<file path="config.mk">
export PLATFORM = sky130hd
export DESIGN_NAME = mpb_host
export DESIGN_NICKNAME = d
export VERILOG_FILES = /design/src/design/mpb_pkg.sv /design/src/design/mpb_strap_sync.sv /design/src/design/mpb_serial_tx.sv /design/src/design/mpb_host.sv
export SDC_FILE = /design/constraint.sdc
export NUM_CORES = 1
export LEC_CHECK = 0
export BUFFER_PORTS_ARGS = -buffer_cell sky130_fd_sc_hd__buf_4
export CAP_MARGIN = 20
export CORE_ASPECT_RATIO = 0.75
export CORE_MARGIN = 2
export CORE_UTILIZATION = 60
export CTS_CLUSTER_DIAMETER = 120
export DETAILED_ROUTE_END_ITERATION = 8
export MAX_ROUTING_LAYER = met4
export PLACE_DENSITY = 0.92
export SYNTH_ARGS = -nofsm -noshare
export SYNTH_HDL_FRONTEND = slang
export SYNTH_SLANG_ARGS = --single-unit
</file>
<file path="constraint.sdc">
create_clock -name sys_clk_in -period 2.52 [get_ports sys_clk_in]
set_clock_uncertainty 0.15 [all_clocks]
set_input_delay 0.126 -clock sys_clk_in [delete_from_list [all_inputs] [get_ports sys_clk_in]]
set_output_delay 0.126 -clock sys_clk_in [all_outputs]
set_load 0.1 [all_outputs]
</file>
<file path="src/design/mpb_pkg.sv">
/*
 * Constants and types shared by the host-side pixel bus controller.
 * Assumes one 250 MHz system clock and a display that keeps its straps fixed.
 */
// Overview of operation
// - straps 101 select three-wire 9-bit serial link
// - straps 011 select 8-bit bus, low lines
// - straps 010 select 16-bit parallel bus
// - straps 000 select 18-bit parallel bus
// - format 101 is 5-6-5, 110 is 6-6-6
// - serial carries 6-6-6 only, colour bit 5 first
// - 8-bit 5-6-5 pixel takes two byte transfers
// - 8-bit 6-6-6 pixel takes three byte transfers
// - 16-bit 5-6-5 pixel takes one transfer
// - 5-6-5 lanes: green 6 bits, red/blue 5
// - 16-bit 6-6-6: three transfers carry two pixels
// - 18-bit bus: 6-6-6 only, one transfer each
package mpb_pkg;

    // ==========================================================
    // interface mode straps and pixel format field
    localparam logic [2:0] MPB_IM_SERIAL = 3'h5;
    localparam logic [2:0] MPB_IM_PAR8 = 3'h3;
    localparam logic [2:0] MPB_IM_PAR16 = 3'h2;
    localparam logic [2:0] MPB_IM_PAR18 = 3'h0;
    localparam logic [2:0] MPB_STRAP_RESET = 3'h7;
    localparam logic [2:0] MPB_FMT_565 = 3'h5;
    localparam logic [2:0] MPB_FMT_666 = 3'h6;
    localparam logic [7:0] MPB_CMD_PIXEL_FORMAT = 8'h3a;

    // ==========================================================
    // timing
    localparam int MPB_CLK_PERIOD_PS = 4000;
    localparam int MPB_T_WR_LOW_NS = 15;
    localparam int MPB_T_WR_HIGH_NS = 15;
    localparam int MPB_T_SCL_HALF_NS = 20;
    localparam int MPB_WR_LOW_CYC =
        (MPB_T_WR_LOW_NS * 1000 + MPB_CLK_PERIOD_PS - 1) / MPB_CLK_PERIOD_PS;
    localparam int MPB_WR_HIGH_CYC =
        (MPB_T_WR_HIGH_NS * 1000 + MPB_CLK_PERIOD_PS - 1) / MPB_CLK_PERIOD_PS;
    localparam int MPB_SCL_HALF_CYC =
        (MPB_T_SCL_HALF_NS * 1000 + MPB_CLK_PERIOD_PS - 1) / MPB_CLK_PERIOD_PS;
    localparam logic [3:0] MPB_SER_LAST_BIT = 4'h8;

    // ==========================================================
    // types
    typedef struct packed {
        logic is_cmd;
        logic [17:0] data;
    } mpb_req_t;

    typedef struct packed {
        logic dc;
        logic [17:0] data;
    } mpb_word_t;

    typedef struct packed {
        logic [5:0] red;
        logic [5:0] green;
        logic [5:0] blue;
    } mpb_rgb_t;

    typedef struct packed {
        logic cs_n;
        logic dc;
        logic wr_n;
        logic rd_n;
        logic [17:0] data;
        logic data_oe;
        logic scl;
        logic sda;
        logic sda_oe;
    } mpb_pins_t;

    typedef enum logic [1:0] {
        MPB_S_IDLE = 2'h0,
        MPB_S_LOW = 2'h1,
        MPB_S_HIGH = 2'h3
    } mpb_state_t;

endpackage

</file>
<file path="src/design/mpb_strap_sync.sv">
/*
 * Two-stage synchroniser for the strap pins.
 * Assumes the straps are static; only their settled level matters.
 */
`timescale 1ns/1ps
module mpb_strap_sync #(
    parameter int WIDTH = 3
) (
    input wire logic sys_clk_in, // system clock
    input wire logic resetn_in, // async reset, active low
    input wire logic [WIDTH-1:0] async_in, // raw pin levels
    output logic [WIDTH-1:0] sync_out // settled levels
);
    import mpb_pkg::*;

    // ==========================================================
    // per-bit flop pairs
    genvar i;
    generate
        for (i = 0; i < WIDTH; i++) begin : g_bit
            logic meta_reg;
            logic sync_reg;
            // reset value is an unused mode so no transfer starts early
            always_ff @(posedge sys_clk_in or negedge resetn_in) begin
                if (!resetn_in) begin
                    meta_reg <= MPB_STRAP_RESET[i % 3];
                    sync_reg <= MPB_STRAP_RESET[i % 3];
                end else begin
                    meta_reg <= async_in[i];
                    sync_reg <= meta_reg;
                end
            end
            assign sync_out[i] = sync_reg;
        end
    endgenerate

endmodule

</file>
<file path="src/design/mpb_serial_tx.sv">
/*
 * Three-wire 9-bit serial shifter: select bit first, then eight data bits.
 * Assumes the caller holds chip select low around the whole word.
 */
`timescale 1ns/1ps
module mpb_serial_tx (
    input wire logic sys_clk_in, // system clock
    input wire logic resetn_in, // async reset, active low
    input wire logic start_in, // one-cycle start pulse
    input wire logic [8:0] word_in, // select bit and byte
    output logic scl_out, // serial clock
    output logic sda_out, // serial data
    output logic sda_oe_out, // data pin driven
    output logic done_out // one-cycle end pulse
);
    import mpb_pkg::*;

    logic busy_reg, busy_next;
    logic [8:0] shift_reg, shift_next;
    logic [3:0] bit_reg, bit_next;
    logic [3:0] half_reg, half_next;
    logic scl_reg, scl_next;
    logic done_reg, done_next;

    wire half_end = (half_reg == 4'h0);

    // ==========================================================
    // shifter: data changes on falling clock, device samples on rising
    always_comb begin
        busy_next = busy_reg;
        shift_next = shift_reg;
        bit_next = bit_reg;
        half_next = half_reg;
        scl_next = scl_reg;
        done_next = 1'b0;
        if (start_in) begin
            busy_next = 1'b1;
            shift_next = word_in;
            bit_next = 4'h0;
            half_next = 4'(MPB_SCL_HALF_CYC - 1);
            scl_next = 1'b0;
        end else if (busy_reg) begin
            if (!half_end) begin
                half_next = half_reg - 4'h1;
            end else begin
                half_next = 4'(MPB_SCL_HALF_CYC - 1);
                scl_next = ~scl_reg;
                if (scl_reg) begin
                    if (bit_reg == MPB_SER_LAST_BIT) begin
                        busy_next = 1'b0;
                        done_next = 1'b1;
                    end else begin
                        shift_next = {shift_reg[7:0], 1'b0};
                        bit_next = bit_reg + 4'h1;
                    end
                end
            end
        end
    end

    always_ff @(posedge sys_clk_in or negedge resetn_in) begin
        if (!resetn_in) begin
            busy_reg <= 1'b0;
            shift_reg <= 9'h000;
            bit_reg <= 4'h0;
            half_reg <= 4'h0;
            scl_reg <= 1'b0;
            done_reg <= 1'b0;
        end else begin
            busy_reg <= busy_next;
            shift_reg <= shift_next;
            bit_reg <= bit_next;
            half_reg <= half_next;
            scl_reg <= scl_next;
            done_reg <= done_next;
        end
    end

    assign scl_out = scl_reg;
    assign sda_out = shift_reg[8];
    assign sda_oe_out = busy_reg;
    assign done_out = done_reg;

endmodule

</file>
<file path="src/design/mpb_host.sv">
/*
 * Host-side pixel write controller: takes pixels and command bytes from
 * user logic and packs them onto the display's serial or parallel link.
 * Assumes the straps match the display's and the format input matches
 * what software last wrote to the display's pixel format command.
 */
`timescale 1ns/1ps
module mpb_host (
    input wire logic sys_clk_in, // system clock, 250 MHz
    input wire logic resetn_in, // async reset, active low
    input wire logic [2:0] interface_mode_straps_in, // strap pins (async)
    input wire logic [2:0] host_pixel_format_field_in, // current pixel format
    input wire logic req_valid_in, // request offered
    input wire mpb_pkg::mpb_req_t req_in, // command byte or pixel
    output logic req_ready_out, // request taken when valid too
    output logic busy_out, // a unit is on the link
    output mpb_pkg::mpb_pins_t pins_out // display pins
);
    import mpb_pkg::*;

    // ==========================================================
    // mode and format decode
    logic [2:0] mode_sync;

    mpb_strap_sync #(
        .WIDTH(3)
    ) u_strap_sync (
        .sys_clk_in(sys_clk_in),
        .resetn_in(resetn_in),
        .async_in(interface_mode_straps_in),
        .sync_out(mode_sync)
    );

    wire mode_ser = (mode_sync == MPB_IM_SERIAL);
    wire mode_p8 = (mode_sync == MPB_IM_PAR8);
    wire mode_p16 = (mode_sync == MPB_IM_PAR16);
    wire mode_p18 = (mode_sync == MPB_IM_PAR18);
    wire mode_ok = mode_ser | mode_p8 | mode_p16 | mode_p18;
    // anything but 5-6-5 is treated as 6-6-6
    wire fmt_565 = (host_pixel_format_field_in == MPB_FMT_565);

    // ==========================================================
    // helpers
    function automatic mpb_rgb_t expand_565(input logic [15:0] p);
        // the link needs 6-bit colours; widen the same way the display does
        expand_565.red = {p[15:11], p[15]};
        expand_565.green = p[10:5];
        expand_565.blue = {p[4:0], p[4]};
    endfunction

    function automatic mpb_word_t color_byte(input logic [5:0] c);
        color_byte = {1'b1, 10'h000, c, 2'h0};
    endfunction

    function automatic mpb_word_t color_pair(input logic [5:0] a, input logic [5:0] b);
        color_pair = {1'b1, 2'h0, a, 2'h0, b, 2'h0};
    endfunction

    // ==========================================================
    // state
    mpb_state_t state_reg, state_next;
    mpb_word_t [2:0] words_reg, words_next;
    logic [1:0] n_reg, n_next;
    logic [1:0] idx_reg, idx_next;
    logic [3:0] cnt_reg, cnt_next;
    logic pend_reg, pend_next;
    logic [5:0] pend_blue_reg, pend_blue_next;
    logic cs_n_reg, cs_n_next;
    logic dc_reg, dc_next;
    logic wr_n_reg, wr_n_next;
    logic [17:0] data_reg, data_next;
    logic data_oe_reg, data_oe_next;

    // ==========================================================
    // unit builder
    mpb_rgb_t rgb;
    mpb_word_t cmd_word;
    mpb_word_t [2:0] load_words;
    logic [1:0] load_n;
    logic load_pend;
    logic [5:0] load_blue;

    assign rgb = fmt_565 ? expand_565(req_in.data[15:0]) : mpb_rgb_t'(req_in.data);
    assign cmd_word = {1'b0, 10'h000, req_in.data[7:0]};

    always_comb begin
        load_words = '0;
        load_n = 2'h1;
        load_pend = pend_reg;
        load_blue = pend_blue_reg;
        if (req_in.is_cmd) begin
            // half pixel left over: flush it padded so the command is not mixed in
            if (pend_reg) begin
                load_words[0] = {1'b1, 2'h0, pend_blue_reg, 2'h0, 8'h00};
                load_words[1] = cmd_word;
                load_n = 2'h2;
                load_pend = 1'b0;
            end else begin
                load_words[0] = cmd_word;
            end
        end else if (mode_ser || (mode_p8 && !fmt_565)) begin
            load_words[0] = color_byte(rgb.red);
            load_words[1] = color_byte(rgb.green);
            load_words[2] = color_byte(rgb.blue);
            load_n = 2'h3;
        end else if (mode_p8) begin
            load_words[0] = {1'b1, 10'h000, req_in.data[15:8]};
            load_words[1] = {1'b1, 10'h000, req_in.data[7:0]};
            load_n = 2'h2;
        end else if (mode_p16 && fmt_565) begin
            load_words[0] = {1'b1, 2'h0, req_in.data[15:0]};
        end else if (mode_p16) begin
            if (!pend_reg) begin
                load_words[0] = color_pair(rgb.red, rgb.green);
                load_pend = 1'b1;
                load_blue = rgb.blue;
            end else begin
                load_words[0] = color_pair(pend_blue_reg, rgb.red);
                load_words[1] = color_pair(rgb.green, rgb.blue);
                load_n = 2'h2;
                load_pend = 1'b0;
            end
        end else begin
            load_words[0] = {1'b1, rgb};
        end
    end

    // ==========================================================
    // transfer sequencing
    logic tx_done;
    logic ser_scl, ser_sda, ser_sda_oe;
    wire accept = req_valid_in && req_ready_out;
    wire cnt_zero = (cnt_reg == 4'h0);
    wire more = ((idx_reg + 2'h1) != n_reg);
    wire next_go = (state_reg == MPB_S_HIGH) && cnt_zero && more;
    wire launch = accept || next_go;
    wire mpb_word_t launch_word = accept ? load_words[0] : words_reg[idx_reg + 2'h1];
    wire tx_start = launch && mode_ser;
    wire unit_done = (state_reg == MPB_S_HIGH) && cnt_zero && !more;

    mpb_serial_tx u_serial_tx (
        .sys_clk_in(sys_clk_in),
        .resetn_in(resetn_in),
        .start_in(tx_start),
        .word_in({launch_word.dc, launch_word.data[7:0]}),
        .scl_out(ser_scl),
        .sda_out(ser_sda),
        .sda_oe_out(ser_sda_oe),
        .done_out(tx_done)
    );

    always_comb begin
        state_next = state_reg;
        words_next = words_reg;
        n_next = n_reg;
        idx_next = idx_reg;
        cnt_next = cnt_reg;
        pend_next = pend_reg;
        pend_blue_next = pend_blue_reg;
        cs_n_next = cs_n_reg;
        dc_next = dc_reg;
        wr_n_next = wr_n_reg;
        data_next = data_reg;
        data_oe_next = data_oe_reg;
        case (state_reg)
            MPB_S_IDLE: begin
                if (accept) begin
                    words_next = load_words;
                    n_next = load_n;
                    idx_next = 2'h0;
                    pend_next = load_pend;
                    pend_blue_next = load_blue;
                    cs_n_next = 1'b0;
                    state_next = MPB_S_LOW;
                end
            end
            MPB_S_LOW: begin
                if (mode_ser) begin
                    if (tx_done) begin
                        cnt_next = 4'(MPB_WR_HIGH_CYC - 1);
                        state_next = MPB_S_HIGH;
                    end
                end else if (cnt_zero) begin
                    wr_n_next = 1'b1;
                    cnt_next = 4'(MPB_WR_HIGH_CYC - 1);
                    state_next = MPB_S_HIGH;
                end else begin
                    cnt_next = cnt_reg - 4'h1;
                end
            end
            MPB_S_HIGH: begin
                if (!cnt_zero) begin
                    cnt_next = cnt_reg - 4'h1;
                end else if (more) begin
                    idx_next = idx_reg + 2'h1;
                    state_next = MPB_S_LOW;
                end else begin
                    cs_n_next = 1'b1;
                    data_oe_next = 1'b0;
                    state_next = MPB_S_IDLE;
                end
            end
            default: begin
                state_next = MPB_S_IDLE;
            end
        endcase
        if (launch) begin
            dc_next = launch_word.dc;
            cnt_next = 4'(MPB_WR_LOW_CYC - 1);
            if (!mode_ser) begin
                data_next = launch_word.data;
                wr_n_next = 1'b0;
                data_oe_next = 1'b1;
            end
        end
    end

    always_ff @(posedge sys_clk_in or negedge resetn_in) begin
        if (!resetn_in) begin
            state_reg <= MPB_S_IDLE;
            words_reg <= '0;
            n_reg <= 2'h1;
            idx_reg <= 2'h0;
            cnt_reg <= 4'h0;
            pend_reg <= 1'b0;
            pend_blue_reg <= 6'h00;
        end else begin
            state_reg <= state_next;
            words_reg <= words_next;
            n_reg <= n_next;
            idx_reg <= idx_next;
            cnt_reg <= cnt_next;
            pend_reg <= pend_next;
            pend_blue_reg <= pend_blue_next;
        end
    end

    always_ff @(posedge sys_clk_in or negedge resetn_in) begin
        if (!resetn_in) begin
            cs_n_reg <= 1'b1;
            dc_reg <= 1'b1;
            wr_n_reg <= 1'b1;
            data_reg <= 18'h00000;
            data_oe_reg <= 1'b0;
        end else begin
            cs_n_reg <= cs_n_next;
            dc_reg <= dc_next;
            wr_n_reg <= wr_n_next;
            data_reg <= data_next;
            data_oe_reg <= data_oe_next;
        end
    end

    // ==========================================================
    // outputs
    assign req_ready_out = (state_reg == MPB_S_IDLE) && mode_ok;
    assign busy_out = (state_reg != MPB_S_IDLE);
    assign pins_out.cs_n = cs_n_reg;
    assign pins_out.dc = dc_reg;
    assign pins_out.wr_n = wr_n_reg;
    assign pins_out.rd_n = 1'b1; // reads are not supported
    assign pins_out.data = data_reg;
    assign pins_out.data_oe = data_oe_reg;
    assign pins_out.scl = ser_scl;
    assign pins_out.sda = ser_sda;
    assign pins_out.sda_oe = ser_sda_oe;

    // ==========================================================
    // checks
    logic wr_prev_reg;
    logic [1:0] fall_cnt_reg;
    logic u_cmd_reg, u_pend_reg;

    always_ff @(posedge sys_clk_in or negedge resetn_in) begin
        if (!resetn_in) begin
            wr_prev_reg <= 1'b1;
            fall_cnt_reg <= 2'h0;
            u_cmd_reg <= 1'b0;
            u_pend_reg <= 1'b0;
        end else begin
            wr_prev_reg <= wr_n_reg;
            if (accept) begin
                fall_cnt_reg <= 2'h0;
                u_cmd_reg <= req_in.is_cmd;
                u_pend_reg <= pend_reg;
            end else if (wr_prev_reg && !wr_n_reg) begin
                fall_cnt_reg <= fall_cnt_reg + 2'h1;
            end
        end
    end

    wire pix_done = unit_done && !u_cmd_reg;
endmodule

</file>
==> After elaboration in Yosys (flattened, before gate mapping) <==
Cells that the tools add are included.
{ "word_totals": {"register_bits": 122, "input_bits": 28, "output_inout_bits": 28, "word_cells": 181} }
{ "op_classes": {"add_sub_neg": 4, "n_lt_le_gt_ge": 1, "eq_ne": 20, "n_mux": 86, "n_bitwise": 10, "n_reduce_logical": 31} }
{ "op_table": {"columns": ["op", "count"], "rows": [
  ["19-bit 2-to-1 mux", 8],
  ["38-bit 2-to-1 mux", 3],
  ["18-bit 2-to-1 mux", 3],
  ["4-bit 2-to-1 mux", 13],
  ["9-bit 2-to-1 mux", 5],
  ["19-bit binary-select mux with 2-bit select", 1],
  ["1-bit 2-to-1 mux", 33],
  ["2-bit 2-to-1 mux", 14],
  ["16-bit 2-to-1 mux", 1],
  ["2-bit inequality test, second input constant", 8],
  ["4-bit AND reduction", 4],
  ["2-bit nonzero test", 6],
  ["4-bit logical NOT", 2],
  ["8-bit 2-to-1 mux", 1],
  ["4-bit case mux with 2 select lines", 1],
  ["8-bit AND reduction", 1],
  ["4-bit by 1-bit subtractor with 4-bit output, second input constant", 2],
  ["1-bit logical AND", 7],
  ["1-bit NOT", 7],
  ["3-bit by 2-bit equality test with 1-bit output, second input constant", 2],
  ["3-bit equality test, second input constant", 2],
  ["3-bit inequality test, second input constant", 2],
  ["2-bit case mux with 3 select lines", 1],
  ["2-bit AND reduction", 3],
  ["19 further kinds", 22]
]} }

==> Longest topological paths before layout <==
{ "depth": {"word_depth": 10, "depth_mapped": 10, "depth_no_buf": 7} }

==> Hierarchy <==
From an unflattened synthesis, not the netlist that was laid out.
{ "hier_totals": {"hier_cells": 662, "hier_area_um2": 6050.8} }
{ "modules_own_cells": {"columns": ["mod", "instances", "cells_per_inst", "area_each_um2", "seq_area_each_um2"], "rows": [
  ["mpb_host", 1, 539, 4775.8, 2006.9],
  ["mpb_serial_tx", 1, 114, 1094.8, 500.5],
  ["mpb_strap_sync", 1, 9, 180.2, 157.7]
]} }

==> Worst setup path before layout <==
No wires, ideal clock.
{ "synth_timing": {"path_kind": "reg2out", "startpoint": "register state_reg[0]", "endpoint": "output port req_ready_out", "arrival_ps": 2600, "t_required_ps": 2244, "setup_slack_ps": -356, "path_stages_with_launch": 4, "n_path_buf": 0, "path_cell_list": "dfrtp_1 inv_1 nand2_1 nor2_1"} }
{ "synth_between": {"elab_chain_cells": 2} }
{ "synth_lines": {"columns": ["item", "line_no", "rtl"], "rows": [
  ["start: declaration", "mpb_host.sv:61", "mpb_state_t state_reg, state_next;"],
  ["start signal: assignment", "mpb_host.sv:228", "state_reg <= state_next;"],
  ["2-bit logical NOT", "mpb_host.sv:256", "assign req_ready_out = (state_reg == MPB_S_IDLE) && mode_ok;"],
  ["1-bit logical AND", "mpb_host.sv:256", null],
  ["end: declaration", "mpb_host.sv:15", "output logic req_ready_out,"]
]} }
No other way between the ends.

==> Worst setup path in the final report <==
{ "layout_timing": {"startpoint": "register u_strap_sync.g_bit[1].sync_reg", "endpoint": "register data_reg[13]"} }
{ "layout_between": {"elab_chain_cells": 8, "elab_cells_between_ends": 21, "classes_between": "eq/ne: 3; mux: 6; bitwise: 4; reduce/logical: 8"} }
{ "layout_lines": {"columns": ["item", "line_no", "rtl"], "rows": [
  ["start: declaration", "mpb_strap_sync.sv:22", "logic sync_reg;"],
  ["start signal: assignment", "mpb_strap_sync.sv:27", "sync_reg <= MPB_STRAP_RESET[i % 3];"],
  ["start signal: assignment", "mpb_strap_sync.sv:30", "sync_reg <= meta_reg;"],
  ["3-bit equality test or 3-bit by 2-bit equality test with 1-bit output (tied branches)", "mpb_host.sv:34, mpb_host.sv:35", null],
  ["1-bit bitwise OR (3 in a row)", "mpb_host.sv:38", "wire mode_ok = mode_ser | mode_p8 | mode_p16 | mode_p18;"],
  ["1-bit logical AND", "mpb_host.sv:256", null],
  ["1-bit logical AND", "mpb_host.sv:132", "wire accept = req_valid_in && req_ready_out;"],
  ["1-bit logical OR", "mpb_host.sv:136", "wire launch = accept || next_go;"],
  ["2-bit AND reduction (no line)", null, null],
  ["end signal: assignment", "mpb_host.sv:249", "data_reg <= data_next;"],
  ["end: declaration", "mpb_host.sv:71", "logic [17:0] data_reg, data_next;"]
]} }
Several ways; a longest one is shown, not always the timed one.
A chain may end at the register's enable or synchronous reset.

==> flow_metrics.tcl <==
set metrics [dict create \
    outcome "complete, no violations" \
    ys_async_sr_fraction_pct 100 \
    min_period_ns 2.46 \
    cts.clk_slew.worst_paths_ns 0.08 \
    global_route_wire_length_before_repair_um 30200 \
    via_density_per_instance 6.65 \
    dpl_cell_area_um2 6640 \
    final_hold_viol_count 0 \
    remaining_drc_errors 0 \
    cells_traversed_along_the_worst_timing_path "nor3b_4 -> nor2_1 -> a221o_1 -> a221oi_2 -> buf_4 -> o31ai_1" \
    clock-sinks 106 \
    layout_setup_ws_ns 0.0630 \
    cpPeakStageDelay_ns 0.61 \
    htreeDepth 3 \
    synth-main-ff-cell "sky130_fd_sc_hd__dfrtp_1" \
    cts_root_buffer "sky130_fd_sc_hd__clkbuf_16" \
    cts_tree "done" \
    final_common_cell "sky130_fd_sc_hd__dfrtp_1" \
    iter_0_drt_violations 822 \
    portBuffers 54 \
    avgSynthCellArea_um2 9.41 \
    switchingPower_w 0.00332 \
    crit_buf_inv 1 \
    synth.ff_latch_count 106 \
    worst_skew_pair.late_latency_ns 0.36 \
    grt_setup_unrepaired "no" \
    power_frac_clock_pct 20.8 \
    totalWireLength_um 18800 \
    largest_register_ffs 41 \
    critical_path.endpoint_type "flip-flop" \
    design.portCount 56 \
    p_comb_share_pct 44.0 \
    cap_violations 0 \
    fin_cells 847 \
    synth.yosys.warnings 0 \
    worst_path_dominant_cell_family "compound AO/OA/AOI/OAI gates" \
    final_nets 742 \
    cts-buffers-inserted 9 \
    ys_seq_area_share_pct 44.6 \
    grt_antenna_before_repair 0 \
    seqPwrFrac_pct 35.2 \
    syn-num-nets 667 \
    critical_path.startpoint_type "flip-flop" \
    max-slew-margin-rel_pct 32.8 \
    powerDensity_nw_per_um2 1020 \
    setup-tns-final_ns 0 \
    fmax_mhz 407 \
    layout-drive-gt1-share_pct 24.3 \
    area_contributors_post_synth "sky130_fd_sc_hd__dfrtp_1, sky130_fd_sc_hd__nand2_1, sky130_fd_sc_hd__nor2_1, sky130_fd_sc_hd__dfstp_2, sky130_fd_sc_hd__mux2i_1" \
    final-setup-viol-count 0 \
    worst_hold_check_path_type "in -> reg" \
    preCtsSetupSlack_ns -0.0533 \
    place_congestion 1.01 \
    n_fill_cell 702 \
    clockBufferDepth 2 \
    internal_power_w 0.00399 \
    detail_route.first_pass.iterations 6 \
    layout_worst_path_cycle_share_pct 97.5 \
    num_antenna_cells 0 \
    p_leak_nw 3.30 \
    arrival_time_of_data_at_the_critical_path_endpoint_ns 2.55 \
    first_global_vias 5565 \
    mostFrequentLayoutCells "sky130_fd_sc_hd__dfrtp_1, sky130_fd_sc_hd__buf_4, sky130_fd_sc_hd__nand2_1" \
    worst_path_max_delay_cell "sky130_fd_sc_hd__dfstp_2" \
    start_util_pct 61.9 \
    final_max_slew_viol_count 0 \
    die_width_um 119 \
    syn-instance-count 635 \
    timing_worst_slew_pin_value_ns 1.00 \
    vdd.ir_drop.worst_mv 0.476 \
    critical_path_required_ns 2.61 \
    mappedNetlistArea_um2 5980 \
    area_delta_synth_final_pct 20.4 \
    wl_per_cell_um 22.2 \
    row_count 31 \
    number_of_antenna_violating_nets_in_the_routed_design 0 \
    num_vias 5633 \
    synth_top_area_share_pct 40.2 \
    synth-edff-count 0 \
    cp_max_fo 9 \
    grt_start_max_net_pins 45 \
    place.detailed.hpwl_um 13100 \
    die_y_um 90.4 \
    placed_cells 814 \
    grt.total_usage_pct 37.1 \
    p_sw_share_pct 45.4 \
    synth_largest_area_cell "sky130_fd_sc_hd__dfrtp_1" \
    core_area_um2 9660 \
    postLayoutCellArea_um2 7190 \
    timing.setup.critical_path_class "reg -> reg" \
    synth.lib_cells_used.distinct 76 \
    die_area_um2 10800 \
    grt_overflow_total 0 \
]
==> synth_stat cells (4+ instances only) <==
cell type                  instances
sky130_fd_sc_hd__nor2_1           73
sky130_fd_sc_hd__mux2_2           18
sky130_fd_sc_hd__dfrtp_1          96
sky130_fd_sc_hd__nand2_1          79
sky130_fd_sc_hd__inv_1            12
sky130_fd_sc_hd__a21oi_1          27
sky130_fd_sc_hd__o211ai_1          5
sky130_fd_sc_hd__clkbuf_1         18
sky130_fd_sc_hd__o311a_1           4
sky130_fd_sc_hd__o22ai_1           7
sky130_fd_sc_hd__nand2b_1          7
sky130_fd_sc_hd__dfstp_2          10
sky130_fd_sc_hd__a31oi_1          13
sky130_fd_sc_hd__a21o_1            4
sky130_fd_sc_hd__and2_1            7
sky130_fd_sc_hd__a22oi_1           8
sky130_fd_sc_hd__a221o_1           4
sky130_fd_sc_hd__buf_4             8
sky130_fd_sc_hd__and3_1            5
sky130_fd_sc_hd__a22o_1           12
sky130_fd_sc_hd__o31ai_1          11
sky130_fd_sc_hd__ha_1              4
sky130_fd_sc_hd__nor4_1            5
sky130_fd_sc_hd__mux2i_1          22
sky130_fd_sc_hd__a221oi_1         10
sky130_fd_sc_hd__a211oi_1          6
sky130_fd_sc_hd__a21oi_2           5
sky130_fd_sc_hd__o21ai_1          13
sky130_fd_sc_hd__nor3_1           14
sky130_fd_sc_hd__nand3_1           7
sky130_fd_sc_hd__a222oi_1          6
sky130_fd_sc_hd__mux2_1            4
sky130_fd_sc_hd__o21ai_0          23
sky130_fd_sc_hd__buf_2            19
sky130_fd_sc_hd__a311o_1           4
sky130_fd_sc_hd__xnor2_1           5
==> per-layer routing <==
metal  up-vias  track usage [%]  wire length [µm]
li1       2468                -                 -
met1      2733             49.7              7810
met2       376             55.2              8390
met3        56             11.7              2260
met4         0             9.72               383
met5         -                -                 0
==> power groups by stage <==
stage               logic [W]  registers (W)  clock network (W)
finish                0.00322        0.00257            0.00152
CTS                   0.00316        0.00255            0.00153
detailed placement    0.00310        0.00256                  0
floorplan             0.00169        0.00319                  0
global route          0.00341        0.00262            0.00160
global placement      0.00299        0.00253                  0
==> worst paths after layout <==
kind / from / endpoint / slack [ns] / depth (start not counted)
max: u_strap_sync.g_bit[1].sync_reg / data_reg[13] / 0.06 / 6
max reg2reg: u_strap_sync.g_bit[1].sync_reg / data_reg[13] / 0.06 / 6
min reg2reg: u_strap_sync.g_bit[2].meta_reg / u_strap_sync.g_bit[2].sync_reg / 0.21 / 0
min in group asynchronous: resetn_in / data_reg[4] / 0.10 / 2
max in group asynchronous: resetn_in / pend_reg / 1.35 / 3
min: req_in[11] / words_reg[34] / 0.05 / 4
==> logic make-up (layout without fill, tap and decap cells) <==
kind of cell	Yosys count	in the layout	share of synthesized area, %
compound gates	182	182	21.7
xor+xnor	10	10	1.72
fa+ha+maj	4	4	0.838
buf+inv	59	139	4.73
flops	106	106	44.6
mux	44	44	7.83
other cells	1	1	0.0628
simple gates	229	229	18.5
==> worst reg2reg max path, delay by kind of cell, from the launching register on <==
kind,cells,cell delay (ns)
flip-flops,1,0.61
AND/OR/NAND/NOR,2,0.48
AO/OA/AOI/OAI,3,0.89
buffers and inverters,1,0.20
==> stage by stage <==
| stage | total power, W | hold WS, ns | utilization [%] |
|---|---|---|---|
| 2_1_floorplan | 0.00487 | -0.320 | - |
| 3_3_place_gp | 0.00552 | -0.0564 | 68.8 |
| 3_5_place_dp | 0.00567 | -0.0514 | 68.8 |
| 4_1_cts | 0.00724 | 0.0214 | 73.8 |
| 5_1_grt | 0.00763 | 0.0637 | 74.5 |
| 6_report | 0.00731 | 0.0467 | 74.5 |
==> repair_timing <==
action	4_1_cts	5_1_grt
gates resized for setup	2	11
buffers inserted	0	2
pin swaps	0	1
endpoints found under the setup margin	4	25
hold endpoints to repair	84	0
hold buffers	15	0
==> cell type report <==
| type | count | area, µm² | area share, % |
|---|---|---|---|
| Sequential cell | 106 | 2670 | 37.1 |
| Clock inverter | 6 | 80.1 | 1.11 |
| Tap cell | 132 | 165 | 2.30 |
| Inverter | 12 | 45.0 | 0.626 |
| Timing Repair Buffer | 111 | 896 | 12.5 |
| Clock buffer | 10 | 239 | 3.32 |
| Multi-Input combinational cell | 470 | 3100 | 43.1 |
Note: power is estimated with default switching activity, not from simulation.
